**src/hdl/sepr_pkg.sv**
```systemverilog
// constants for the serial eeprom command and protection block
package sepr_pkg;
    localparam int SEPR_CLK_HZ = 50_000_000;
    localparam int SEPR_WRITE_TIME_US = 5000;
    localparam int SEPR_WRITE_CYC = SEPR_WRITE_TIME_US * (SEPR_CLK_HZ / 1_000_000);
    localparam int SEPR_BIT_BUSY = 0;
    localparam int SEPR_BIT_WEL = 1;
    localparam int SEPR_BIT_BP_LO = 2;
    localparam int SEPR_BIT_BP_HI = 3;
    localparam int SEPR_BIT_HWARM = 7;
    localparam logic [7:0] SEPR_OP_MASK = 8'hF7;
    localparam logic [7:0] SEPR_OP_SET_WRITE_LATCH_CMD = 8'h06;
    localparam logic [7:0] SEPR_OP_CLEAR_WRITE_LATCH_CMD = 8'h04;
    localparam logic [7:0] SEPR_OP_STATUS_READ_CMD = 8'h05;
    localparam logic [7:0] SEPR_OP_STATUS_WRITE_CMD = 8'h01;
    localparam logic [7:0] SEPR_OP_READ = 8'h03;
    localparam logic [7:0] SEPR_OP_WRITE = 8'h02;
    localparam logic [7:0] SEPR_OP_IDRD = 8'h83;
    localparam logic [7:0] SEPR_OP_IDWR = 8'h82;
    localparam int SEPR_IDSEL_BIT = 10;
    localparam logic [13:0] SEPR_QTR_BASE = 14'h3000;
    localparam logic [13:0] SEPR_HALF_BASE = 14'h2000;
    localparam logic [7:0] SEPR_ALL_ONES = 8'hFF;
    localparam logic [5:0] SEPR_OPC_DONE = 6'h08;
    localparam logic [5:0] SEPR_ADR_DONE = 6'h18;
    localparam logic [5:0] SEPR_STATUS_WRITE_CMD_DONE = 6'h10;
    localparam logic [5:0] SEPR_WDAT_DONE = 6'h20;
    localparam logic [5:0] SEPR_CNT_MAX = 6'h3F;
    typedef enum logic [1:0] {SEPR_IDLE, SEPR_BUSY} sepr_state_t;
endpackage

```
**src/hdl/sepr_core.sv**
```systemverilog
// command decode, status register and write protection of a serial eeprom slave
//
// Function
// - write-protect pin low with arm set blocks changes to protect bits and arm.
// - while hold is low, clock, input and output activity are ignored.
// - hold tied high leaves transfers uninterrupted.
// - status is read-only when hardware protected or the write latch is clear.
// - status bit 0 shows busy, 1 meaning internal operation in progress.
// - while busy only the status read command is accepted.
// - bit 1 is the write latch; when clear nothing may be modified.
// - write latch clears to 0 at power-up.
// - protect bits sit at bits 2 and 3, retained, starting at 0.
// - bits 4 to 6 are not stored and read 0 outside write cycles.
// - bit 7 arms hardware protection, which never blocks array writes.
// - arm cannot be cleared while write-protect pin is already low.
// - during an internal write cycle status reads return all ones.
// - protect encoding covers none, top quarter, top half or whole array.
// - input sampled on rising clock, opcode first, most significant bit first.
// - output bits shift out on falling clock, most significant bit first.
// - rising chip select ends the frame and starts the operation.
// - latch set, latch clear and status read opcodes ignore bit 3.
// - status write takes one byte; array read and write take 16-bit address.
// - id read opcode and shared id write, lock read and lock opcode.
// - latch clear, status write and array write clear the latch on completion.
// - address bit 10 picks id write (0) or lock read and lock (1).
// - status write stores protect bits and arm only, when enabled and unprotected.
`timescale 1ns/1ps
module sepr_core import sepr_pkg::*; #(
    parameter int WRITE_CYC = SEPR_WRITE_CYC
) (
    input wire logic i_clk_sys,
    input wire logic i_rst_b,
    input wire logic i_cs_b,
    input wire logic i_sck,
    input wire logic i_si,
    input wire logic i_wp_b,
    input wire logic i_hold_b,
    output logic o_so,
    output logic o_so_oe,
    output logic o_wr_go,
    output logic [13:0] o_wr_addr,
    output logic [7:0] o_wr_data,
    output logic [7:0] o_status,
    output logic o_id_sel_lock
);
    // pin synchronisers
    logic [1:0] cs_s_r, sck_s_r, si_s_r, wp_s_r, hold_s_r;
    logic sck_d_r;
    always_ff @(posedge i_clk_sys or negedge i_rst_b) begin
        if (!i_rst_b) begin
            cs_s_r <= 2'h3;
            sck_s_r <= 2'h0;
            si_s_r <= 2'h0;
            wp_s_r <= 2'h3;
            hold_s_r <= 2'h3;
            sck_d_r <= 1'b0;
        end else begin
            cs_s_r <= {cs_s_r[0], i_cs_b};
            sck_s_r <= {sck_s_r[0], i_sck};
            si_s_r <= {si_s_r[0], i_si};
            wp_s_r <= {wp_s_r[0], i_wp_b};
            hold_s_r <= {hold_s_r[0], i_hold_b};
            sck_d_r <= sck_s_r[1];
        end
    end

    wire cs_b = cs_s_r[1];
    wire wp_b = wp_s_r[1];
    wire held = !hold_s_r[1];
    wire sck_rise = sck_s_r[1] && !sck_d_r && !cs_b && !held;
    wire sck_fall = !sck_s_r[1] && sck_d_r && !cs_b && !held;
    logic cs_d_r;
    wire cs_rise = cs_b && !cs_d_r;

    // state
    sepr_state_t state_r, state_nxt;
    logic [31:0] wcnt_r;
    logic wel_r, bp_lo_r, bp_hi_r, arm_r;
    logic [5:0] bcnt_r;
    logic [7:0] opc_r;
    logic [15:0] addr_r;
    logic [7:0] dat_r;
    logic [7:0] sh_r;
    logic so_r, oe_r;
    logic busy_r, go_r;

    wire hw_prot = !wp_b && arm_r;
    wire [7:0] opm = opc_r & SEPR_OP_MASK;
    wire is_set_write_latch_cmd = (opm == SEPR_OP_SET_WRITE_LATCH_CMD);
    wire is_clear_write_latch_cmd = (opm == SEPR_OP_CLEAR_WRITE_LATCH_CMD);
    wire is_status_read_cmd = (opm == SEPR_OP_STATUS_READ_CMD);
    wire is_status_write_cmd = (opm == SEPR_OP_STATUS_WRITE_CMD);
    wire is_write = (opm == SEPR_OP_WRITE);
    wire is_idwr = (opm == SEPR_OP_IDWR);
    wire id_lock = addr_r[SEPR_IDSEL_BIT];
    wire [13:0] waddr = addr_r[13:0];
    // block protection range check
    wire in_prot = (bp_hi_r && bp_lo_r) ||
                   (bp_hi_r && (waddr >= SEPR_HALF_BASE)) ||
                   (bp_lo_r && (waddr >= SEPR_QTR_BASE));
    wire acc = !busy_r || is_status_read_cmd;
    wire status_write_cmd_ok = is_status_write_cmd && wel_r && !hw_prot && (bcnt_r == SEPR_STATUS_WRITE_CMD_DONE);
    wire write_ok = is_write && wel_r && !in_prot && (bcnt_r == SEPR_WDAT_DONE);
    wire idwr_ok = is_idwr && wel_r && (bcnt_r == SEPR_WDAT_DONE) && !(id_lock && bp_hi_r && bp_lo_r);
    wire start_wr = cs_rise && acc && (status_write_cmd_ok || write_ok || idwr_ok);
    wire arm_clr_bad = arm_r && !dat_r[SEPR_BIT_HWARM] && !wp_b;
    wire [7:0] st_live = {arm_r, 3'h0, bp_hi_r, bp_lo_r, wel_r, busy_r};
    wire [7:0] st_rd = busy_r ? SEPR_ALL_ONES : st_live;
    wire st_msb = st_rd[7]; // first bit out of a status read

    // self-timed write cycle
    always_comb begin
        state_nxt = state_r;
        case (state_r)
            SEPR_IDLE: begin
                if (start_wr) begin
                    state_nxt = SEPR_BUSY;
                end
            end
            SEPR_BUSY: begin
                if (wcnt_r == 32'(WRITE_CYC - 1)) begin
                    state_nxt = SEPR_IDLE;
                end
            end
            default: state_nxt = SEPR_IDLE;
        endcase
    end

    // busy counter and status bits; bits reset to factory value 0
    always_ff @(posedge i_clk_sys or negedge i_rst_b) begin
        if (!i_rst_b) begin
            state_r <= SEPR_IDLE;
            wcnt_r <= 32'h0;
            busy_r <= 1'b0;
            wel_r <= 1'b0;
            bp_lo_r <= 1'b0;
            bp_hi_r <= 1'b0;
            arm_r <= 1'b0;
            cs_d_r <= 1'b1;
            go_r <= 1'b0;
        end else begin
            state_r <= state_nxt;
            cs_d_r <= cs_b;
            busy_r <= (state_nxt == SEPR_BUSY);
            wcnt_r <= (state_r == SEPR_BUSY) ? wcnt_r + 32'h1 : 32'h0;
            go_r <= cs_rise && acc && (write_ok || idwr_ok);
            if (cs_rise && acc && is_set_write_latch_cmd && (bcnt_r == SEPR_OPC_DONE)) begin
                wel_r <= 1'b1;
            end else if (cs_rise && acc && (is_clear_write_latch_cmd || status_write_cmd_ok || write_ok)) begin
                wel_r <= 1'b0;
            end
            if (status_write_cmd_ok && cs_rise && acc) begin
                bp_lo_r <= dat_r[SEPR_BIT_BP_LO];
                bp_hi_r <= dat_r[SEPR_BIT_BP_HI];
                if (!arm_clr_bad) begin
                    arm_r <= dat_r[SEPR_BIT_HWARM];
                end
            end
        end
    end

    // frame shifter: opcode, address and last data byte
    always_ff @(posedge i_clk_sys or negedge i_rst_b) begin
        if (!i_rst_b) begin
            bcnt_r <= 6'h0;
            opc_r <= 8'h0;
            addr_r <= 16'h0;
            dat_r <= 8'h0;
        end else if (cs_b) begin
            bcnt_r <= 6'h0;
        end else if (sck_rise) begin
            if (bcnt_r != SEPR_CNT_MAX) begin
                bcnt_r <= bcnt_r + 6'h1;
            end
            if (bcnt_r < SEPR_OPC_DONE) begin
                opc_r <= {opc_r[6:0], si_s_r[1]};
            end else if (is_status_write_cmd) begin
                dat_r <= {dat_r[6:0], si_s_r[1]};
            end else if (bcnt_r < SEPR_ADR_DONE) begin
                addr_r <= {addr_r[14:0], si_s_r[1]};
            end else begin
                dat_r <= {dat_r[6:0], si_s_r[1]};
            end
        end
    end

    // status read output shifter, repeats every eight bits until the bit counter saturates at 63
    always_ff @(posedge i_clk_sys or negedge i_rst_b) begin
        if (!i_rst_b) begin
            sh_r <= 8'h0;
            so_r <= 1'b0;
            oe_r <= 1'b0;
        end else if (cs_b) begin
            oe_r <= 1'b0;
        end else if (sck_fall && is_status_read_cmd && (bcnt_r >= SEPR_OPC_DONE)) begin
            if (bcnt_r[2:0] == 3'h0) begin
                so_r <= st_rd[7];
                sh_r <= {st_rd[6:0], 1'b0};
            end else begin
                so_r <= sh_r[7];
                sh_r <= {sh_r[6:0], 1'b0};
            end
            oe_r <= 1'b1;
        end else if (held) begin
            oe_r <= 1'b0;
        end
    end

    // registered outputs
    logic [7:0] stat_o_r;
    logic [13:0] wa_r;
    logic [7:0] wd_r;
    logic idl_r;
    always_ff @(posedge i_clk_sys or negedge i_rst_b) begin
        if (!i_rst_b) begin
            stat_o_r <= 8'h0;
            wa_r <= 14'h0;
            wd_r <= 8'h0;
            idl_r <= 1'b0;
        end else begin
            stat_o_r <= st_rd;
            wa_r <= waddr;
            wd_r <= dat_r;
            idl_r <= is_idwr && id_lock;
        end
    end
    assign o_so = so_r;
    assign o_so_oe = oe_r;
    assign o_wr_go = go_r;
    assign o_wr_addr = wa_r;
    assign o_wr_data = wd_r;
    assign o_status = stat_o_r;
    assign o_id_sel_lock = idl_r;

    // checks
    property p_wel_busy_read;
        @(posedge i_clk_sys) disable iff (!i_rst_b)
        busy_r |-> (st_rd == SEPR_ALL_ONES);
    endproperty
    a_wel_busy_read: assert property (p_wel_busy_read) else $error("status not all ones while busy");
    property p_prot_hold;
        @(posedge i_clk_sys) disable iff (!i_rst_b)
        (!wp_b && arm_r && !busy_r) |=> (bp_lo_r == $past(bp_lo_r) && bp_hi_r == $past(bp_hi_r) && arm_r);
    endproperty
    a_prot_hold: assert property (p_prot_hold) else $error("protect bits changed under hw protection");
    property p_wel_clear_done;
        @(posedge i_clk_sys) disable iff (!i_rst_b)
        start_wr && !idwr_ok |=> !wel_r;
    endproperty
    a_wel_clear_done: assert property (p_wel_clear_done) else $error("write latch not cleared");
    property p_busy_start;
        @(posedge i_clk_sys) disable iff (!i_rst_b)
        start_wr |=> busy_r [*2];
    endproperty
    a_busy_start: assert property (p_busy_start) else $error("busy not raised");
    property p_busy_only_status_read_cmd;
        @(posedge i_clk_sys) disable iff (!i_rst_b)
        busy_r |=> !go_r;
    endproperty
    a_busy_only_status_read_cmd: assert property (p_busy_only_status_read_cmd) else $error("write accepted while busy");
    property p_no_wel_no_write;
        @(posedge i_clk_sys) disable iff (!i_rst_b)
        !wel_r |=> !go_r;
    endproperty
    a_no_wel_no_write: assert property (p_no_wel_no_write) else $error("write without latch");
    property p_reserved_zero;
        @(posedge i_clk_sys) disable iff (!i_rst_b)
        !busy_r |-> (st_rd[6:4] == 3'h0 && st_rd[SEPR_BIT_BUSY] == 1'b0);
    endproperty
    a_reserved_zero: assert property (p_reserved_zero) else $error("reserved bits nonzero");
    property p_so_quiet;
        @(posedge i_clk_sys) disable iff (!i_rst_b)
        cs_b |=> !oe_r;
    endproperty
    a_so_quiet: assert property (p_so_quiet) else $error("output driven while deselected");

    // checks on the hold input and the serial link
    property p_hold_freeze;
        @(posedge i_clk_sys) disable iff (!i_rst_b)
        held && !cs_b |=> $stable(bcnt_r) && $stable(opc_r);
    endproperty
    a_hold_freeze: assert property (p_hold_freeze) else $error("frame advanced while held");
    property p_hold_quiet;
        @(posedge i_clk_sys) disable iff (!i_rst_b)
        held |=> !oe_r;
    endproperty
    a_hold_quiet: assert property (p_hold_quiet) else $error("output driven while held");
    property p_so_first;
        @(posedge i_clk_sys) disable iff (!i_rst_b)
        sck_fall && is_status_read_cmd && (bcnt_r == SEPR_OPC_DONE) |=> (so_r == $past(st_msb));
    endproperty
    a_so_first: assert property (p_so_first) else $error("status msb not shifted first");

    // checks on the self-timed cycle
    property p_busy_stay;
        @(posedge i_clk_sys) disable iff (!i_rst_b)
        busy_r && (wcnt_r < 32'(WRITE_CYC - 1)) |=> busy_r;
    endproperty
    a_busy_stay: assert property (p_busy_stay) else $error("busy dropped early");
    property p_busy_end;
        @(posedge i_clk_sys) disable iff (!i_rst_b)
        busy_r && (wcnt_r == 32'(WRITE_CYC - 1)) |=> !busy_r;
    endproperty
    a_busy_end: assert property (p_busy_end) else $error("busy held too long");

    // checks on protection and the write latch
    property p_array_free;
        @(posedge i_clk_sys) disable iff (!i_rst_b)
        cs_rise && !busy_r && is_write && wel_r && !in_prot && (bcnt_r == SEPR_WDAT_DONE) |=> go_r;
    endproperty
    a_array_free: assert property (p_array_free) else $error("allowed array write refused");
    property p_whole_locked;
        @(posedge i_clk_sys) disable iff (!i_rst_b)
        cs_rise && is_write && bp_hi_r && bp_lo_r |=> !go_r;
    endproperty
    a_whole_locked: assert property (p_whole_locked) else $error("write into fully protected array");
    property p_status_write_cmd_refused;
        @(posedge i_clk_sys) disable iff (!i_rst_b)
        cs_rise && is_status_write_cmd && (!wel_r || hw_prot) |=> $stable(bp_lo_r) && $stable(bp_hi_r) && $stable(arm_r);
    endproperty
    a_status_write_cmd_refused: assert property (p_status_write_cmd_refused) else $error("refused status write stored");
    property p_arm_kept;
        @(posedge i_clk_sys) disable iff (!i_rst_b)
        arm_r && !wp_b |=> arm_r;
    endproperty
    a_arm_kept: assert property (p_arm_kept) else $error("arm cleared with pin low");
    property p_wel_set;
        @(posedge i_clk_sys) disable iff (!i_rst_b)
        cs_rise && !busy_r && is_set_write_latch_cmd && (bcnt_r == SEPR_OPC_DONE) |=> wel_r;
    endproperty
    a_wel_set: assert property (p_wel_set) else $error("write latch not set");
    property p_wel_clear_clear_write_latch_cmd;
        @(posedge i_clk_sys) disable iff (!i_rst_b)
        cs_rise && !busy_r && is_clear_write_latch_cmd |=> !wel_r;
    endproperty
    a_wel_clear_clear_write_latch_cmd: assert property (p_wel_clear_clear_write_latch_cmd) else $error("latch clear ignored");
    property p_idsel;
        @(posedge i_clk_sys) disable iff (!i_rst_b)
        is_idwr |=> (idl_r == $past(id_lock));
    endproperty
    a_idsel: assert property (p_idsel) else $error("id select bit not reported");
endmodule

```
**config.mk**
```make
export PLATFORM = sky130hd
export DESIGN_NAME = sepr_core
export DESIGN_NICKNAME = d
export VERILOG_FILES = /design/src/hdl/sepr_pkg.sv /design/src/hdl/sepr_core.sv
export SDC_FILE = /design/constraint.sdc
export NUM_CORES = 1
export LEC_CHECK = 0
export BUFFER_PORTS_ARGS = -buffer_cell sky130_fd_sc_hd__buf_2
export CORE_MARGIN = 2
export CORE_UTILIZATION = 40
export DETAILED_ROUTE_END_ITERATION = 8
export PLACE_DENSITY_LB_ADDON = 0.25
export SETUP_SLACK_MARGIN = 0.1
export SLEW_MARGIN = 20
export SYNTH_ARGS = -nofsm -noshare
export SYNTH_HDL_FRONTEND = slang
export SYNTH_SLANG_ARGS = --single-unit
```
**constraint.sdc**
```tcl
create_clock -name i_clk_sys -period 2.5 [get_ports i_clk_sys]
set_input_delay 0.25 -clock i_clk_sys [delete_from_list [all_inputs] [get_ports i_clk_sys]]
set_output_delay 0.25 -clock i_clk_sys [all_outputs]
set_load 0.03 [all_outputs]
```
==> flow_summary.json, run 1 <==
{
  "diodes": 0,
  "max_cap_viol_count": 0,
  "synth_nets": 436,
  "firstDrtPassIters": 5,
  "synthTopCellsByArea": "dfrtp_1 57%, mux2_2 7.2%, xnor2_1 4.1%",
  "ir_worst_vdd_mv": 0.583,
  "boundaryPins": 41,
  "synth_edf_count": 0,
  "swShare_pct": 21.9,
  "critPathMaxStageDelay_ns": 0.68,
  "ant_nets": 0,
  "status": "completed",
  "skew_ns": 0.0146,
  "cts_num_sinks": 125,
  "setup_viol_count_final": 0,
  "gr-total-overflow": 0,
  "synth_top_area_share_pct": 57.2,
  "finalHoldViolCount": 0,
  "drc": 0,
  "switchingPower_mw": 1.03,
  "fp.coreArea_um2": 12600,
  "cts-root-buf": "clkbuf_16",
  "fmax_mhz": 489,
  "cts_made_buffers": 17,
  "portBuffers": 40,
  "worstReg2RegStart": "opc_r[1]",
  "hp-class": "flip-flop to flip-flop",
  "power.density_nw_per_um2": 760,
  "grt_use_met1_pct": 19.2,
  "crit_buf_inv": 0,
  "yosys_warnings": 0,
  "grt_pass1_vias": 3198,
  "grt_setup_unrepaired": "false",
  "worstSetupStartpointType": "flip-flop",
  "end_kind": "flip-flop",
  "nNetsFinal": 490,
  "top_usage_layer": "met2",
  "place_congestion": 0.781,
  "finalMaxSlewViolations": 0,
  "critPathMaxFanout": 16,
  "cp_top_family": "simple AND/OR/NAND/NOR gates",
  "wl_per_cell_um": 13.9,
  "totalWireLength_um": 9260,
  "fin_setup_tns_ns": 0,
  "viasPerCell": 4.96,
  "grt_use_met3_pct": 4.55,
  "seqPwrFrac_pct": 45.3,
  "h-tree-depth": 4,
  "grt_usage_pct": 14.5,
  "grt_pass1_wl_um": 15900,
  "pwr-share-comb_pct": 4.1,
  "area_delta_synth_final_pct": 19.3,
  "ys_ff_latch": 125,
  "synth_flop_cell": "dfrtp_1",
  "syn_area_um2": 5160,
  "die_y_um": 118,
  "cts_tree": "built",
  "path_clk_slew_ns": 0.06,
  "crit_start": "opc_r[1]",
  "cts_setup_buffers": 0,
  "multi_input_area_um2": 1820,
  "die_width_um": 118,
  "hold_start": "si_s_r[0]",
  "tightest_slew_ns": 0.652,
  "ys_async_sr_fraction_pct": 100,
  "clockBufferDepth": 2,
  "yosysSeqAreaShare_pct": 60.7,
  "dp_hpwl_um": 6070,
  "crit_arrival_ns": 2.33,
  "yosys-top-cells-count": "118 x dfrtp_1, 42 x nor2_1, 33 x mux2_2",
  "grt_use_met2_pct": 21.8,
  "syn-instance-count": 426,
  "drtIter0Drc": 150,
  "cp_slowest_cell": "or4_4",
  "fillers": 1190,
  "antenna_found_initial": 0,
  "layout_min_cycle_time_ns": 2.04,
  "drive_gt1_share_pct": 27.6,
  "holdWs_ns": 0.347,
  "p_leak_nw": 2.78,
  "power.internal_mw": 3.66,
  "seqCellArea_um2": 3140,
  "start_util_pct": 40.9,
  "rows": 41,
  "max-slew-margin-rel_pct": 56.5,
  "grt_max_degree": 53,
  "clkPwrFrac_pct": 50.7,
  "worst_slack_ns": 0.457,
  "path_class": "flip-flop to flip-flop",
  "cp_data_required_time_ns": 2.79,
  "pre_cts_ws_ns": 0.269,
  "num_vias": 3297,
  "min_period_over_period_pct": 81.7,
  "die-area_um2": 13800,
  "synth_most_common_cell": "dfrtp_1",
  "synth.largest_area_cell": "dfrtp_1",
  "worstPathCellList": "nor4_4 > nand3_2 > or4_4 > mux2_4",
  "clk_latency_ns": 0.42,
  "synth_area_per_cell_um2": 12.1,
  "yosysUniqueCellTypes": 48
}
[worst paths after layout]
check	endpoint	slack [ns]	cells past startpoint
worst max-delay path	sh_r[1]	0.46	4
worst min-delay path	si_s_r[1]	0.35	0
worst max register to register	sh_r[1]	0.46	4
worst min register to register	si_s_r[1]	0.35	0
max in group asynchronous	o_wr_addr[2]	1.33	3
min in group asynchronous	o_status[6]	0.42	2
[cells by family after synthesis]
family	share of synthesized area, %
muxes	8.26
AOI/OAI and AO/OA	4.07
DFF	60.7
xor gates and xnor gates	5.09
buffers and inverters	4.12
other	0.0726
adders and majority gates	0.921
and+or+nand+nor	16.7
[power by group through the flow]
stage	logic, mW	clock network [mW]	registers [mW]
4_1_cts	0.194	2.44	2.12
5_1_grt	0.213	2.55	2.12
2_1_floorplan	0.119	0	2.14
3_3_place_gp	0.187	0	2.15
6_report	0.190	2.37	2.12
3_5_place_dp	0.187	0	2.15
[routing by layer]
metal	vias to the layer above	share of wire, %
li1	1586	-
met2	49	47
met5	-	0
met1	1652	48
met4	0	1.5
met3	10	3.2
[metrics by stage]
| stage | power [mW] | std cells | utilization (%) | instance area [um2] |
|---|---|---|---|---|
| 2_1_floorplan | 2.26 | 426 | - | 5160 |
| 3_3_place_gp | 2.34 | 627 | 43.7 | 5510 |
| 3_5_place_dp | 2.34 | 627 | 43.7 | 5510 |
| 4_1_cts | 4.75 | 665 | 48.8 | 6160 |
| 5_1_grt | 4.89 | 665 | 48.8 | 6160 |
| 6_report | 4.68 | 665 | 48.8 | 6160 |
[cells in the final DEF (no fill, tap or decap), drive strengths merged, types with 4 or more instances in the layout]
master       instances
a211oi               5
a21oi               11
and3                 7
and4                 5
buf                 49
clkbuf              20
clkinv               4
dfrtp              118
dfstp                7
dlygate4sd3          6
inv                 20
mux2                34
mux2i                4
nand2               22
nand2b               5
nand3               12
nand4               11
nor2                42
nor3                12
nor4                17
o21ai               14
or2                  4
or3                  5
xnor2               24
xor2                 6
[registers in the layout, indices dropped and copies added, names as in the netlist, 2 cells and up]
name,flops
addr_r,14
bcnt_r,6
cs_s_r,2
dat_r,8
hold_s_r,2
o_status,5
o_wr_addr,14
o_wr_data,8
opc_r,8
sck_s_r,2
sh_r,7
si_s_r,2
state_r,2
wcnt_r,32
wp_s_r,2
[layout make-up]
| class | instances | area share [%] |
|---|---|---|
| Sequential cell | 125 | 50.9 |
| Multi-Input combinational cell | 264 | 29.5 |
| Clock buffer | 20 | 7.25 |
| Timing Repair Buffer | 55 | 5.57 |
| Tap cell | 172 | 3.49 |
| Clock inverter | 12 | 2.21 |
| Inverter | 17 | 1.04 |
[repair_timing]
action	CTS	global route
endpoints found under the setup margin	0	1
endpoints found under the hold margin	53	0
gates resized for setup	0	1
hold buffers	6	0
(Power assumes the default switching activity.)
==> run 2, diff against run 1 <==
clock period = 2.11 ns   (was 2.5 ns; I/O delays follow)
==> run 2 against run 1 <==
Non-clock buffer count rose by 14. Routed wire length grew 3.0%. Worst setup slack lost 0.29 ns. Clock skew down 0.0081 ns. Sequential power increased by 18%. Largest cell class unchanged.
==> flow_summary.json, run 2 (same netlist as run 1, synthesis figures left out) <==
{
  "status": "completed",
  "ant_nets": 0,
  "utilization_pct": 50.1,
  "viasPerCell": 4.94,
  "multi_input_area_um2": 1840,
  "drtIter0Drc": 194,
  "path_class": "flip-flop to flip-flop",
  "fillers": 1145,
  "crit_start": "opc_r[4]",
  "fin_setup_tns_ns": 0,
  "fmax_mhz": 515,
  "boundaryPins": 41,
  "fp.coreArea_um2": 12600,
  "path_clk_slew_ns": 0.06,
  "seqCellArea_um2": 3140,
  "grt_pass1_wl_um": 16500,
  "p_leak_nw": 2.87,
  "clk_latency_ns": 0.41,
  "grt_pass1_vias": 3358,
  "cts_num_sinks": 125,
  "grt_use_met3_pct": 5.38,
  "finalNonFillerCells": 679,
  "grt_use_met2_pct": 22.9,
  "hp-class": "primary input to async pin",
  "r2r_setup_slack_ns": 0.17,
  "max-slew-margin-rel_pct": 65.9,
  "die_width_um": 118,
  "worstReg2RegStart": "opc_r[4]",
  "end_kind": "flip-flop",
  "clockBufferDepth": 2,
  "antenna_found_initial": 0,
  "layout_common_cells": "118 x dfrtp_1, 42 x nor2_1, 39 x buf_2, 33 x mux2_2, 24 x xnor2_1",
  "diodes": 0,
  "reg2regPathDepth": 5,
  "gr-total-overflow": 0,
  "place_congestion": 0.794,
  "largest_reg_flops": 32,
  "final_common_cell": "dfrtp_1",
  "drc": 0,
  "holdWs_ns": 0.221,
  "critPathMaxFanout": 16,
  "dp_cells": 637,
  "dp_hpwl_um": 6370,
  "die-area_um2": 13800,
  "wl_per_cell_um": 14.0,
  "grt_usage_pct": 14.9,
  "drive_gt1_share_pct": 30.6,
  "cts-root-buf": "clkbuf_16",
  "finalHoldViolCount": 0,
  "finalPower_mw": 5.70,
  "tightest_slew_ns": 0.511,
  "grt_max_degree": 71,
  "h-tree-depth": 4,
  "cts_made_buffers": 17,
  "regMostFlops": "wcnt_r",
  "layout_min_cycle_time_ns": 1.94,
  "max_cap_viol_count": 0,
  "setup_viol_count_final": 0,
  "portBuffers": 40,
  "cp_data_required_time_ns": 2.40,
  "die_y_um": 118,
  "cts_tree": "built",
  "totalWireLength_um": 9540,
  "top_usage_layer": "met2",
  "rows": 41,
  "firstDrtPassIters": 4,
  "skew_ns": 0.00645,
  "crit_arrival_ns": 2.23,
  "power.density_nw_per_um2": 902,
  "grt_setup_unrepaired": "true",
  "start_util_pct": 40.9,
  "area_delta_synth_final_pct": 22.5,
  "min_period_over_period_pct": 91.9,
  "finalMaxSlewViolations": 0,
  "ir_worst_vdd_mv": 0.593,
  "nNetsFinal": 504,
  "num_vias": 3353,
  "worstSetupStartpointType": "flip-flop",
  "grt_use_met1_pct": 19.4,
  "regToRegEndpoint": "sh_r[1]"
}
run 2: power by group:
part	leakage, nW	internal, mW	total (mW)	switching, mW
registers	1.70	2.45	2.50	0.0481
logic	0.878	0.121	0.262	0.141
clock network	0.290	1.88	2.94	1.06
total	2.87	4.45	5.70	1.25
run 2: final cells by class:
class	instances	share of cell area [%]
Timing Repair Buffer	69	7.28
Clock buffer	22	7.66
Clock inverter	10	2.00
Sequential cell	125	49.6
Multi-Input combinational cell	264	29.1
Tap cell	172	3.40
Inverter	17	1.01
run 2: worst max-delay path by stage:
stage,end,slack (ns),depth (start not counted)
after floorplan,sh_r[1],0.19,5
after global placement,sh_r[1],0.1,5
after detailed placement,arm_r,0.04,7
after CTS,sh_r[1],0.11,5
after global routing,wcnt_r[31],0.08,5
final,sh_r[1],0.17,5
run 2: stage by stage:
| stage | cell area (um2) | worst slack [ns] |
|---|---|---|
| 2_1_floorplan | 5160 | 0.186 |
| 3_3_place_gp | 5590 | 0.0977 |
| 3_5_place_dp | 5590 | 0.0440 |
| 4_1_cts | 6280 | 0.114 |
| 5_1_grt | 6320 | 0.0840 |
| 6_report | 6320 | 0.170 |
run 2: critical path: stages (launching register included):
cell and delay [ns]:
dfrtp_1 0.43, nor4_4 0.35, nand3_2 0.14, or4_4 0.44
buf_12 0.17, mux2_4 0.29
run 2: layer usage:
| metal | routed length (um) | share of wire (%) | vias to the layer above |
|---|---|---|---|
| li1 | - | - | 1617 |
| met1 | 4430 | 46 | 1674 |
| met2 | 4630 | 48 | 53 |
| met3 | 393 | 4.1 | 9 |
| met4 | 88 | 0.92 | 0 |
| met5 | 0 | 0 | - |
run 2: repair_timing:
item	CTS	global route
resized for setup	3	7
setup buffers	2	2
hold buffers	6	0
setup endpoints to repair	6	16
hold endpoints to repair	21	0
pin swaps	3	4
==> run 3, diff against run 2 <==
ABC_AREA = 1   (was default)
==> run 3 against run 2 <==
Global-route usage up 1.1 points. Critical path type unchanged. Non-clock buffer count decreased by 20. Highest routed layer unchanged. Register-to-register slack gained 0.19 ns. Critical path depth up 1. Synthesized area rose by 6.5%.
==> flow_summary.json, run 3 <==
{
  "status": "completed",
  "path_clk_slew_ns": 0.06,
  "syn-instance-count": 639,
  "die-area_um2": 14700,
  "power.density_nw_per_um2": 891,
  "worstSetupStartpointType": "flip-flop",
  "pre_cts_ws_ns": 0.423,
  "dp_hpwl_um": 7300,
  "ant_nets": 0,
  "hp-class": "flip-flop to flip-flop",
  "crit_end": "addr_r[2]",
  "drive_gt1_share_pct": 16.9,
  "r2r_setup_slack_ns": 0.36,
  "critPathMaxStageDelay_ns": 0.47,
  "final_common_cell": "nand2_1",
  "antenna_found_initial": 0,
  "grt_usage_pct": 16.0,
  "nNetsFinal": 707,
  "clockBufferDepth": 2,
  "ys_async_sr_fraction_pct": 100,
  "synth_most_common_cell": "nand2_1",
  "synthTopCellsByArea": "dfrtp_1 54%, nand2_1 11%, nor2_1 7.1%",
  "max-slew-margin-rel_pct": 53.2,
  "ctsHoldBuffers": 6,
  "regMostFlops": "wcnt_r",
  "fmax_mhz": 571,
  "boundaryPins": 41,
  "finalMaxSlewViolations": 0,
  "synth_edf_count": 0,
  "synth_top_area_share_pct": 53.7,
  "cp_data_required_time_ns": 2.40,
  "fillers": 1226,
  "path_depth": 6,
  "cts_resized": 0,
  "worst_slack_ns": 0.360,
  "cts_made_buffers": 17,
  "cp_top_family": "simple AND/OR/NAND/NOR gates",
  "regToRegEndpoint": "addr_r[2]",
  "synth_nets": 649,
  "ys_ff_latch": 125,
  "grt_max_degree": 126,
  "yosys-top-cells-count": "163 x nand2_1, 118 x dfrtp_1, 104 x nor2_1",
  "reg2regPathDepth": 6,
  "num_vias": 4199,
  "cts_setup_buffers": 0,
  "viasPerCell": 4.74,
  "die_y_um": 121,
  "end_kind": "flip-flop",
  "cts_tree": "built",
  "path_class": "flip-flop to flip-flop",
  "synth_area_per_cell_um2": 8.61,
  "worstPathCellList": "nand2_1 > inv_1 > nor2_1 > nand3_4 > nor2_1 > a21oi_2",
  "firstDrtPassIters": 5,
  "grt_setup_unrepaired": "false",
  "setup_viol_count_final": 0,
  "crit_start": "bcnt_r[3]",
  "diodes": 0,
  "skew_ns": 0.00728,
  "crit_buf_inv": 1,
  "place_congestion": 0.879,
  "grt_pass1_vias": 3879,
  "rows": 42,
  "drc": 0,
  "portBuffers": 40,
  "finalHoldViolCount": 0,
  "gr-total-overflow": 0,
  "start_util_pct": 41.2,
  "yosysUniqueCellTypes": 32,
  "ir_worst_vdd_mv": 0.642,
  "area_delta_synth_final_pct": 19.8,
  "tightest_slew_ns": 0.702,
  "path_common_cell": "nor2_1",
  "crit_arrival_ns": 2.04,
  "max_cap_viol_count": 0,
  "h-tree-depth": 4,
  "fp.coreArea_um2": 13300,
  "clk_latency_ns": 0.42,
  "min_period_over_period_pct": 82.9,
  "yosysSeqAreaShare_pct": 57.0,
  "die_width_um": 121,
  "wl_per_cell_um": 12.0,
  "drtIter0Drc": 334,
  "cts-root-buf": "clkbuf_16",
  "layout_common_cells": "163 x nand2_1, 118 x dfrtp_1, 104 x nor2_1, 71 x inv_1, 43 x nand3_1",
  "critPathMaxFanout": 28,
  "cp_slowest_cell": "dfrtp_1",
  "synth_flop_cell": "dfrtp_1",
  "worstReg2RegStart": "bcnt_r[3]",
  "synth.largest_area_cell": "dfrtp_1",
  "hold_path_depth": 0,
  "totalWireLength_um": 10600,
  "largest_reg_flops": 32,
  "syn_area_um2": 5500,
  "yosys_warnings": 0,
  "layout_min_cycle_time_ns": 1.75,
  "fin_setup_tns_ns": 0,
  "cts_num_sinks": 125,
  "grt_pass1_wl_um": 18300,
  "p_leak_nw": 3.26
}
==> run 3: cell count changes after synthesis, sizes merged, moves of 23 or more <==
cell | before | now
xnor2 | 24 | 1
nand2 | 22 | 170
nand3 | 12 | 44
nor2 | 42 | 112
o21ai | 14 | 46
inv | 17 | 74
mux2 | 34 | 0
==> run 3: cells by family after synthesis <==
group,share of synthesized area [%]
AOI/OAI and AO/OA,7.62
other,0.0682
adders and majority gates,0.683
DFF,57.0
and+or+nand+nor,27.3
buffers and inverters,6.48
xor gates and xnor gates,0.796
==> run 3: worst register-to-register path, stage by stage (launching register included) <==
cell     delay (ns)
dfrtp_1        0.47
nand2_1        0.09
inv_1          0.07
nor2_1         0.32
nand3_4        0.36
nor2_1         0.27
a21oi_2        0.04
==> run 3: stage by stage <==
stage,power [mW],cells,utilization (%),hold slack (ns),cell area [um2]
detailed placement,2.75,848,44.1,0.317,5880
finish,5.87,885,49.4,0.355,6590
CTS,5.94,885,49.4,0.355,6590
global route,6.10,885,49.4,0.362,6590
floorplan,2.66,639,-,-0.0846,5500
global placement,2.75,848,44.1,0.319,5880
==> run 3: worst min path at each step <==
stage / slack [ns] / from / end
after floorplan: -0.08 / i_rst_b / addr_r[0]
after global placement: 0.32 / i_wp_b / wp_s_r[0]
after detailed placement: 0.32 / i_wp_b / wp_s_r[0]
after CTS: 0.35 / wp_s_r[0] / wp_s_r[1]
after global routing: 0.36 / wp_s_r[0] / wp_s_r[1]
final: 0.35 / sck_s_r[0] / sck_s_r[1]
==> run 3: metal layers <==
metal / global-route usage, % / vias up / routed length [um]
li1: - / 2125 / -
met1: 22.6 / 1964 / 5240
met2: 23.0 / 95 / 4740
met3: 4.65 / 15 / 478
met4: 6.90 / 0 / 158
met5: 0 / - / 0
==> run 3: area by class of cell <==
type	count	area (um2)	share of cell area, %
Inverter	75	282	4.27
Tap cell	176	220	3.34
Clock inverter	12	193	2.92
Sequential cell	125	3140	47.6
Multi-Input combinational cell	429	2010	30.5
Timing Repair Buffer	49	298	4.52
Clock buffer	19	453	6.87
==> run 3: power by group <==
part	switching, mW	total, mW	internal, mW
logic	0.161	0.226	0.0651
registers	0.0381	2.49	2.45
clock network	1.02	3.15	2.14
total	1.21	5.87	4.66
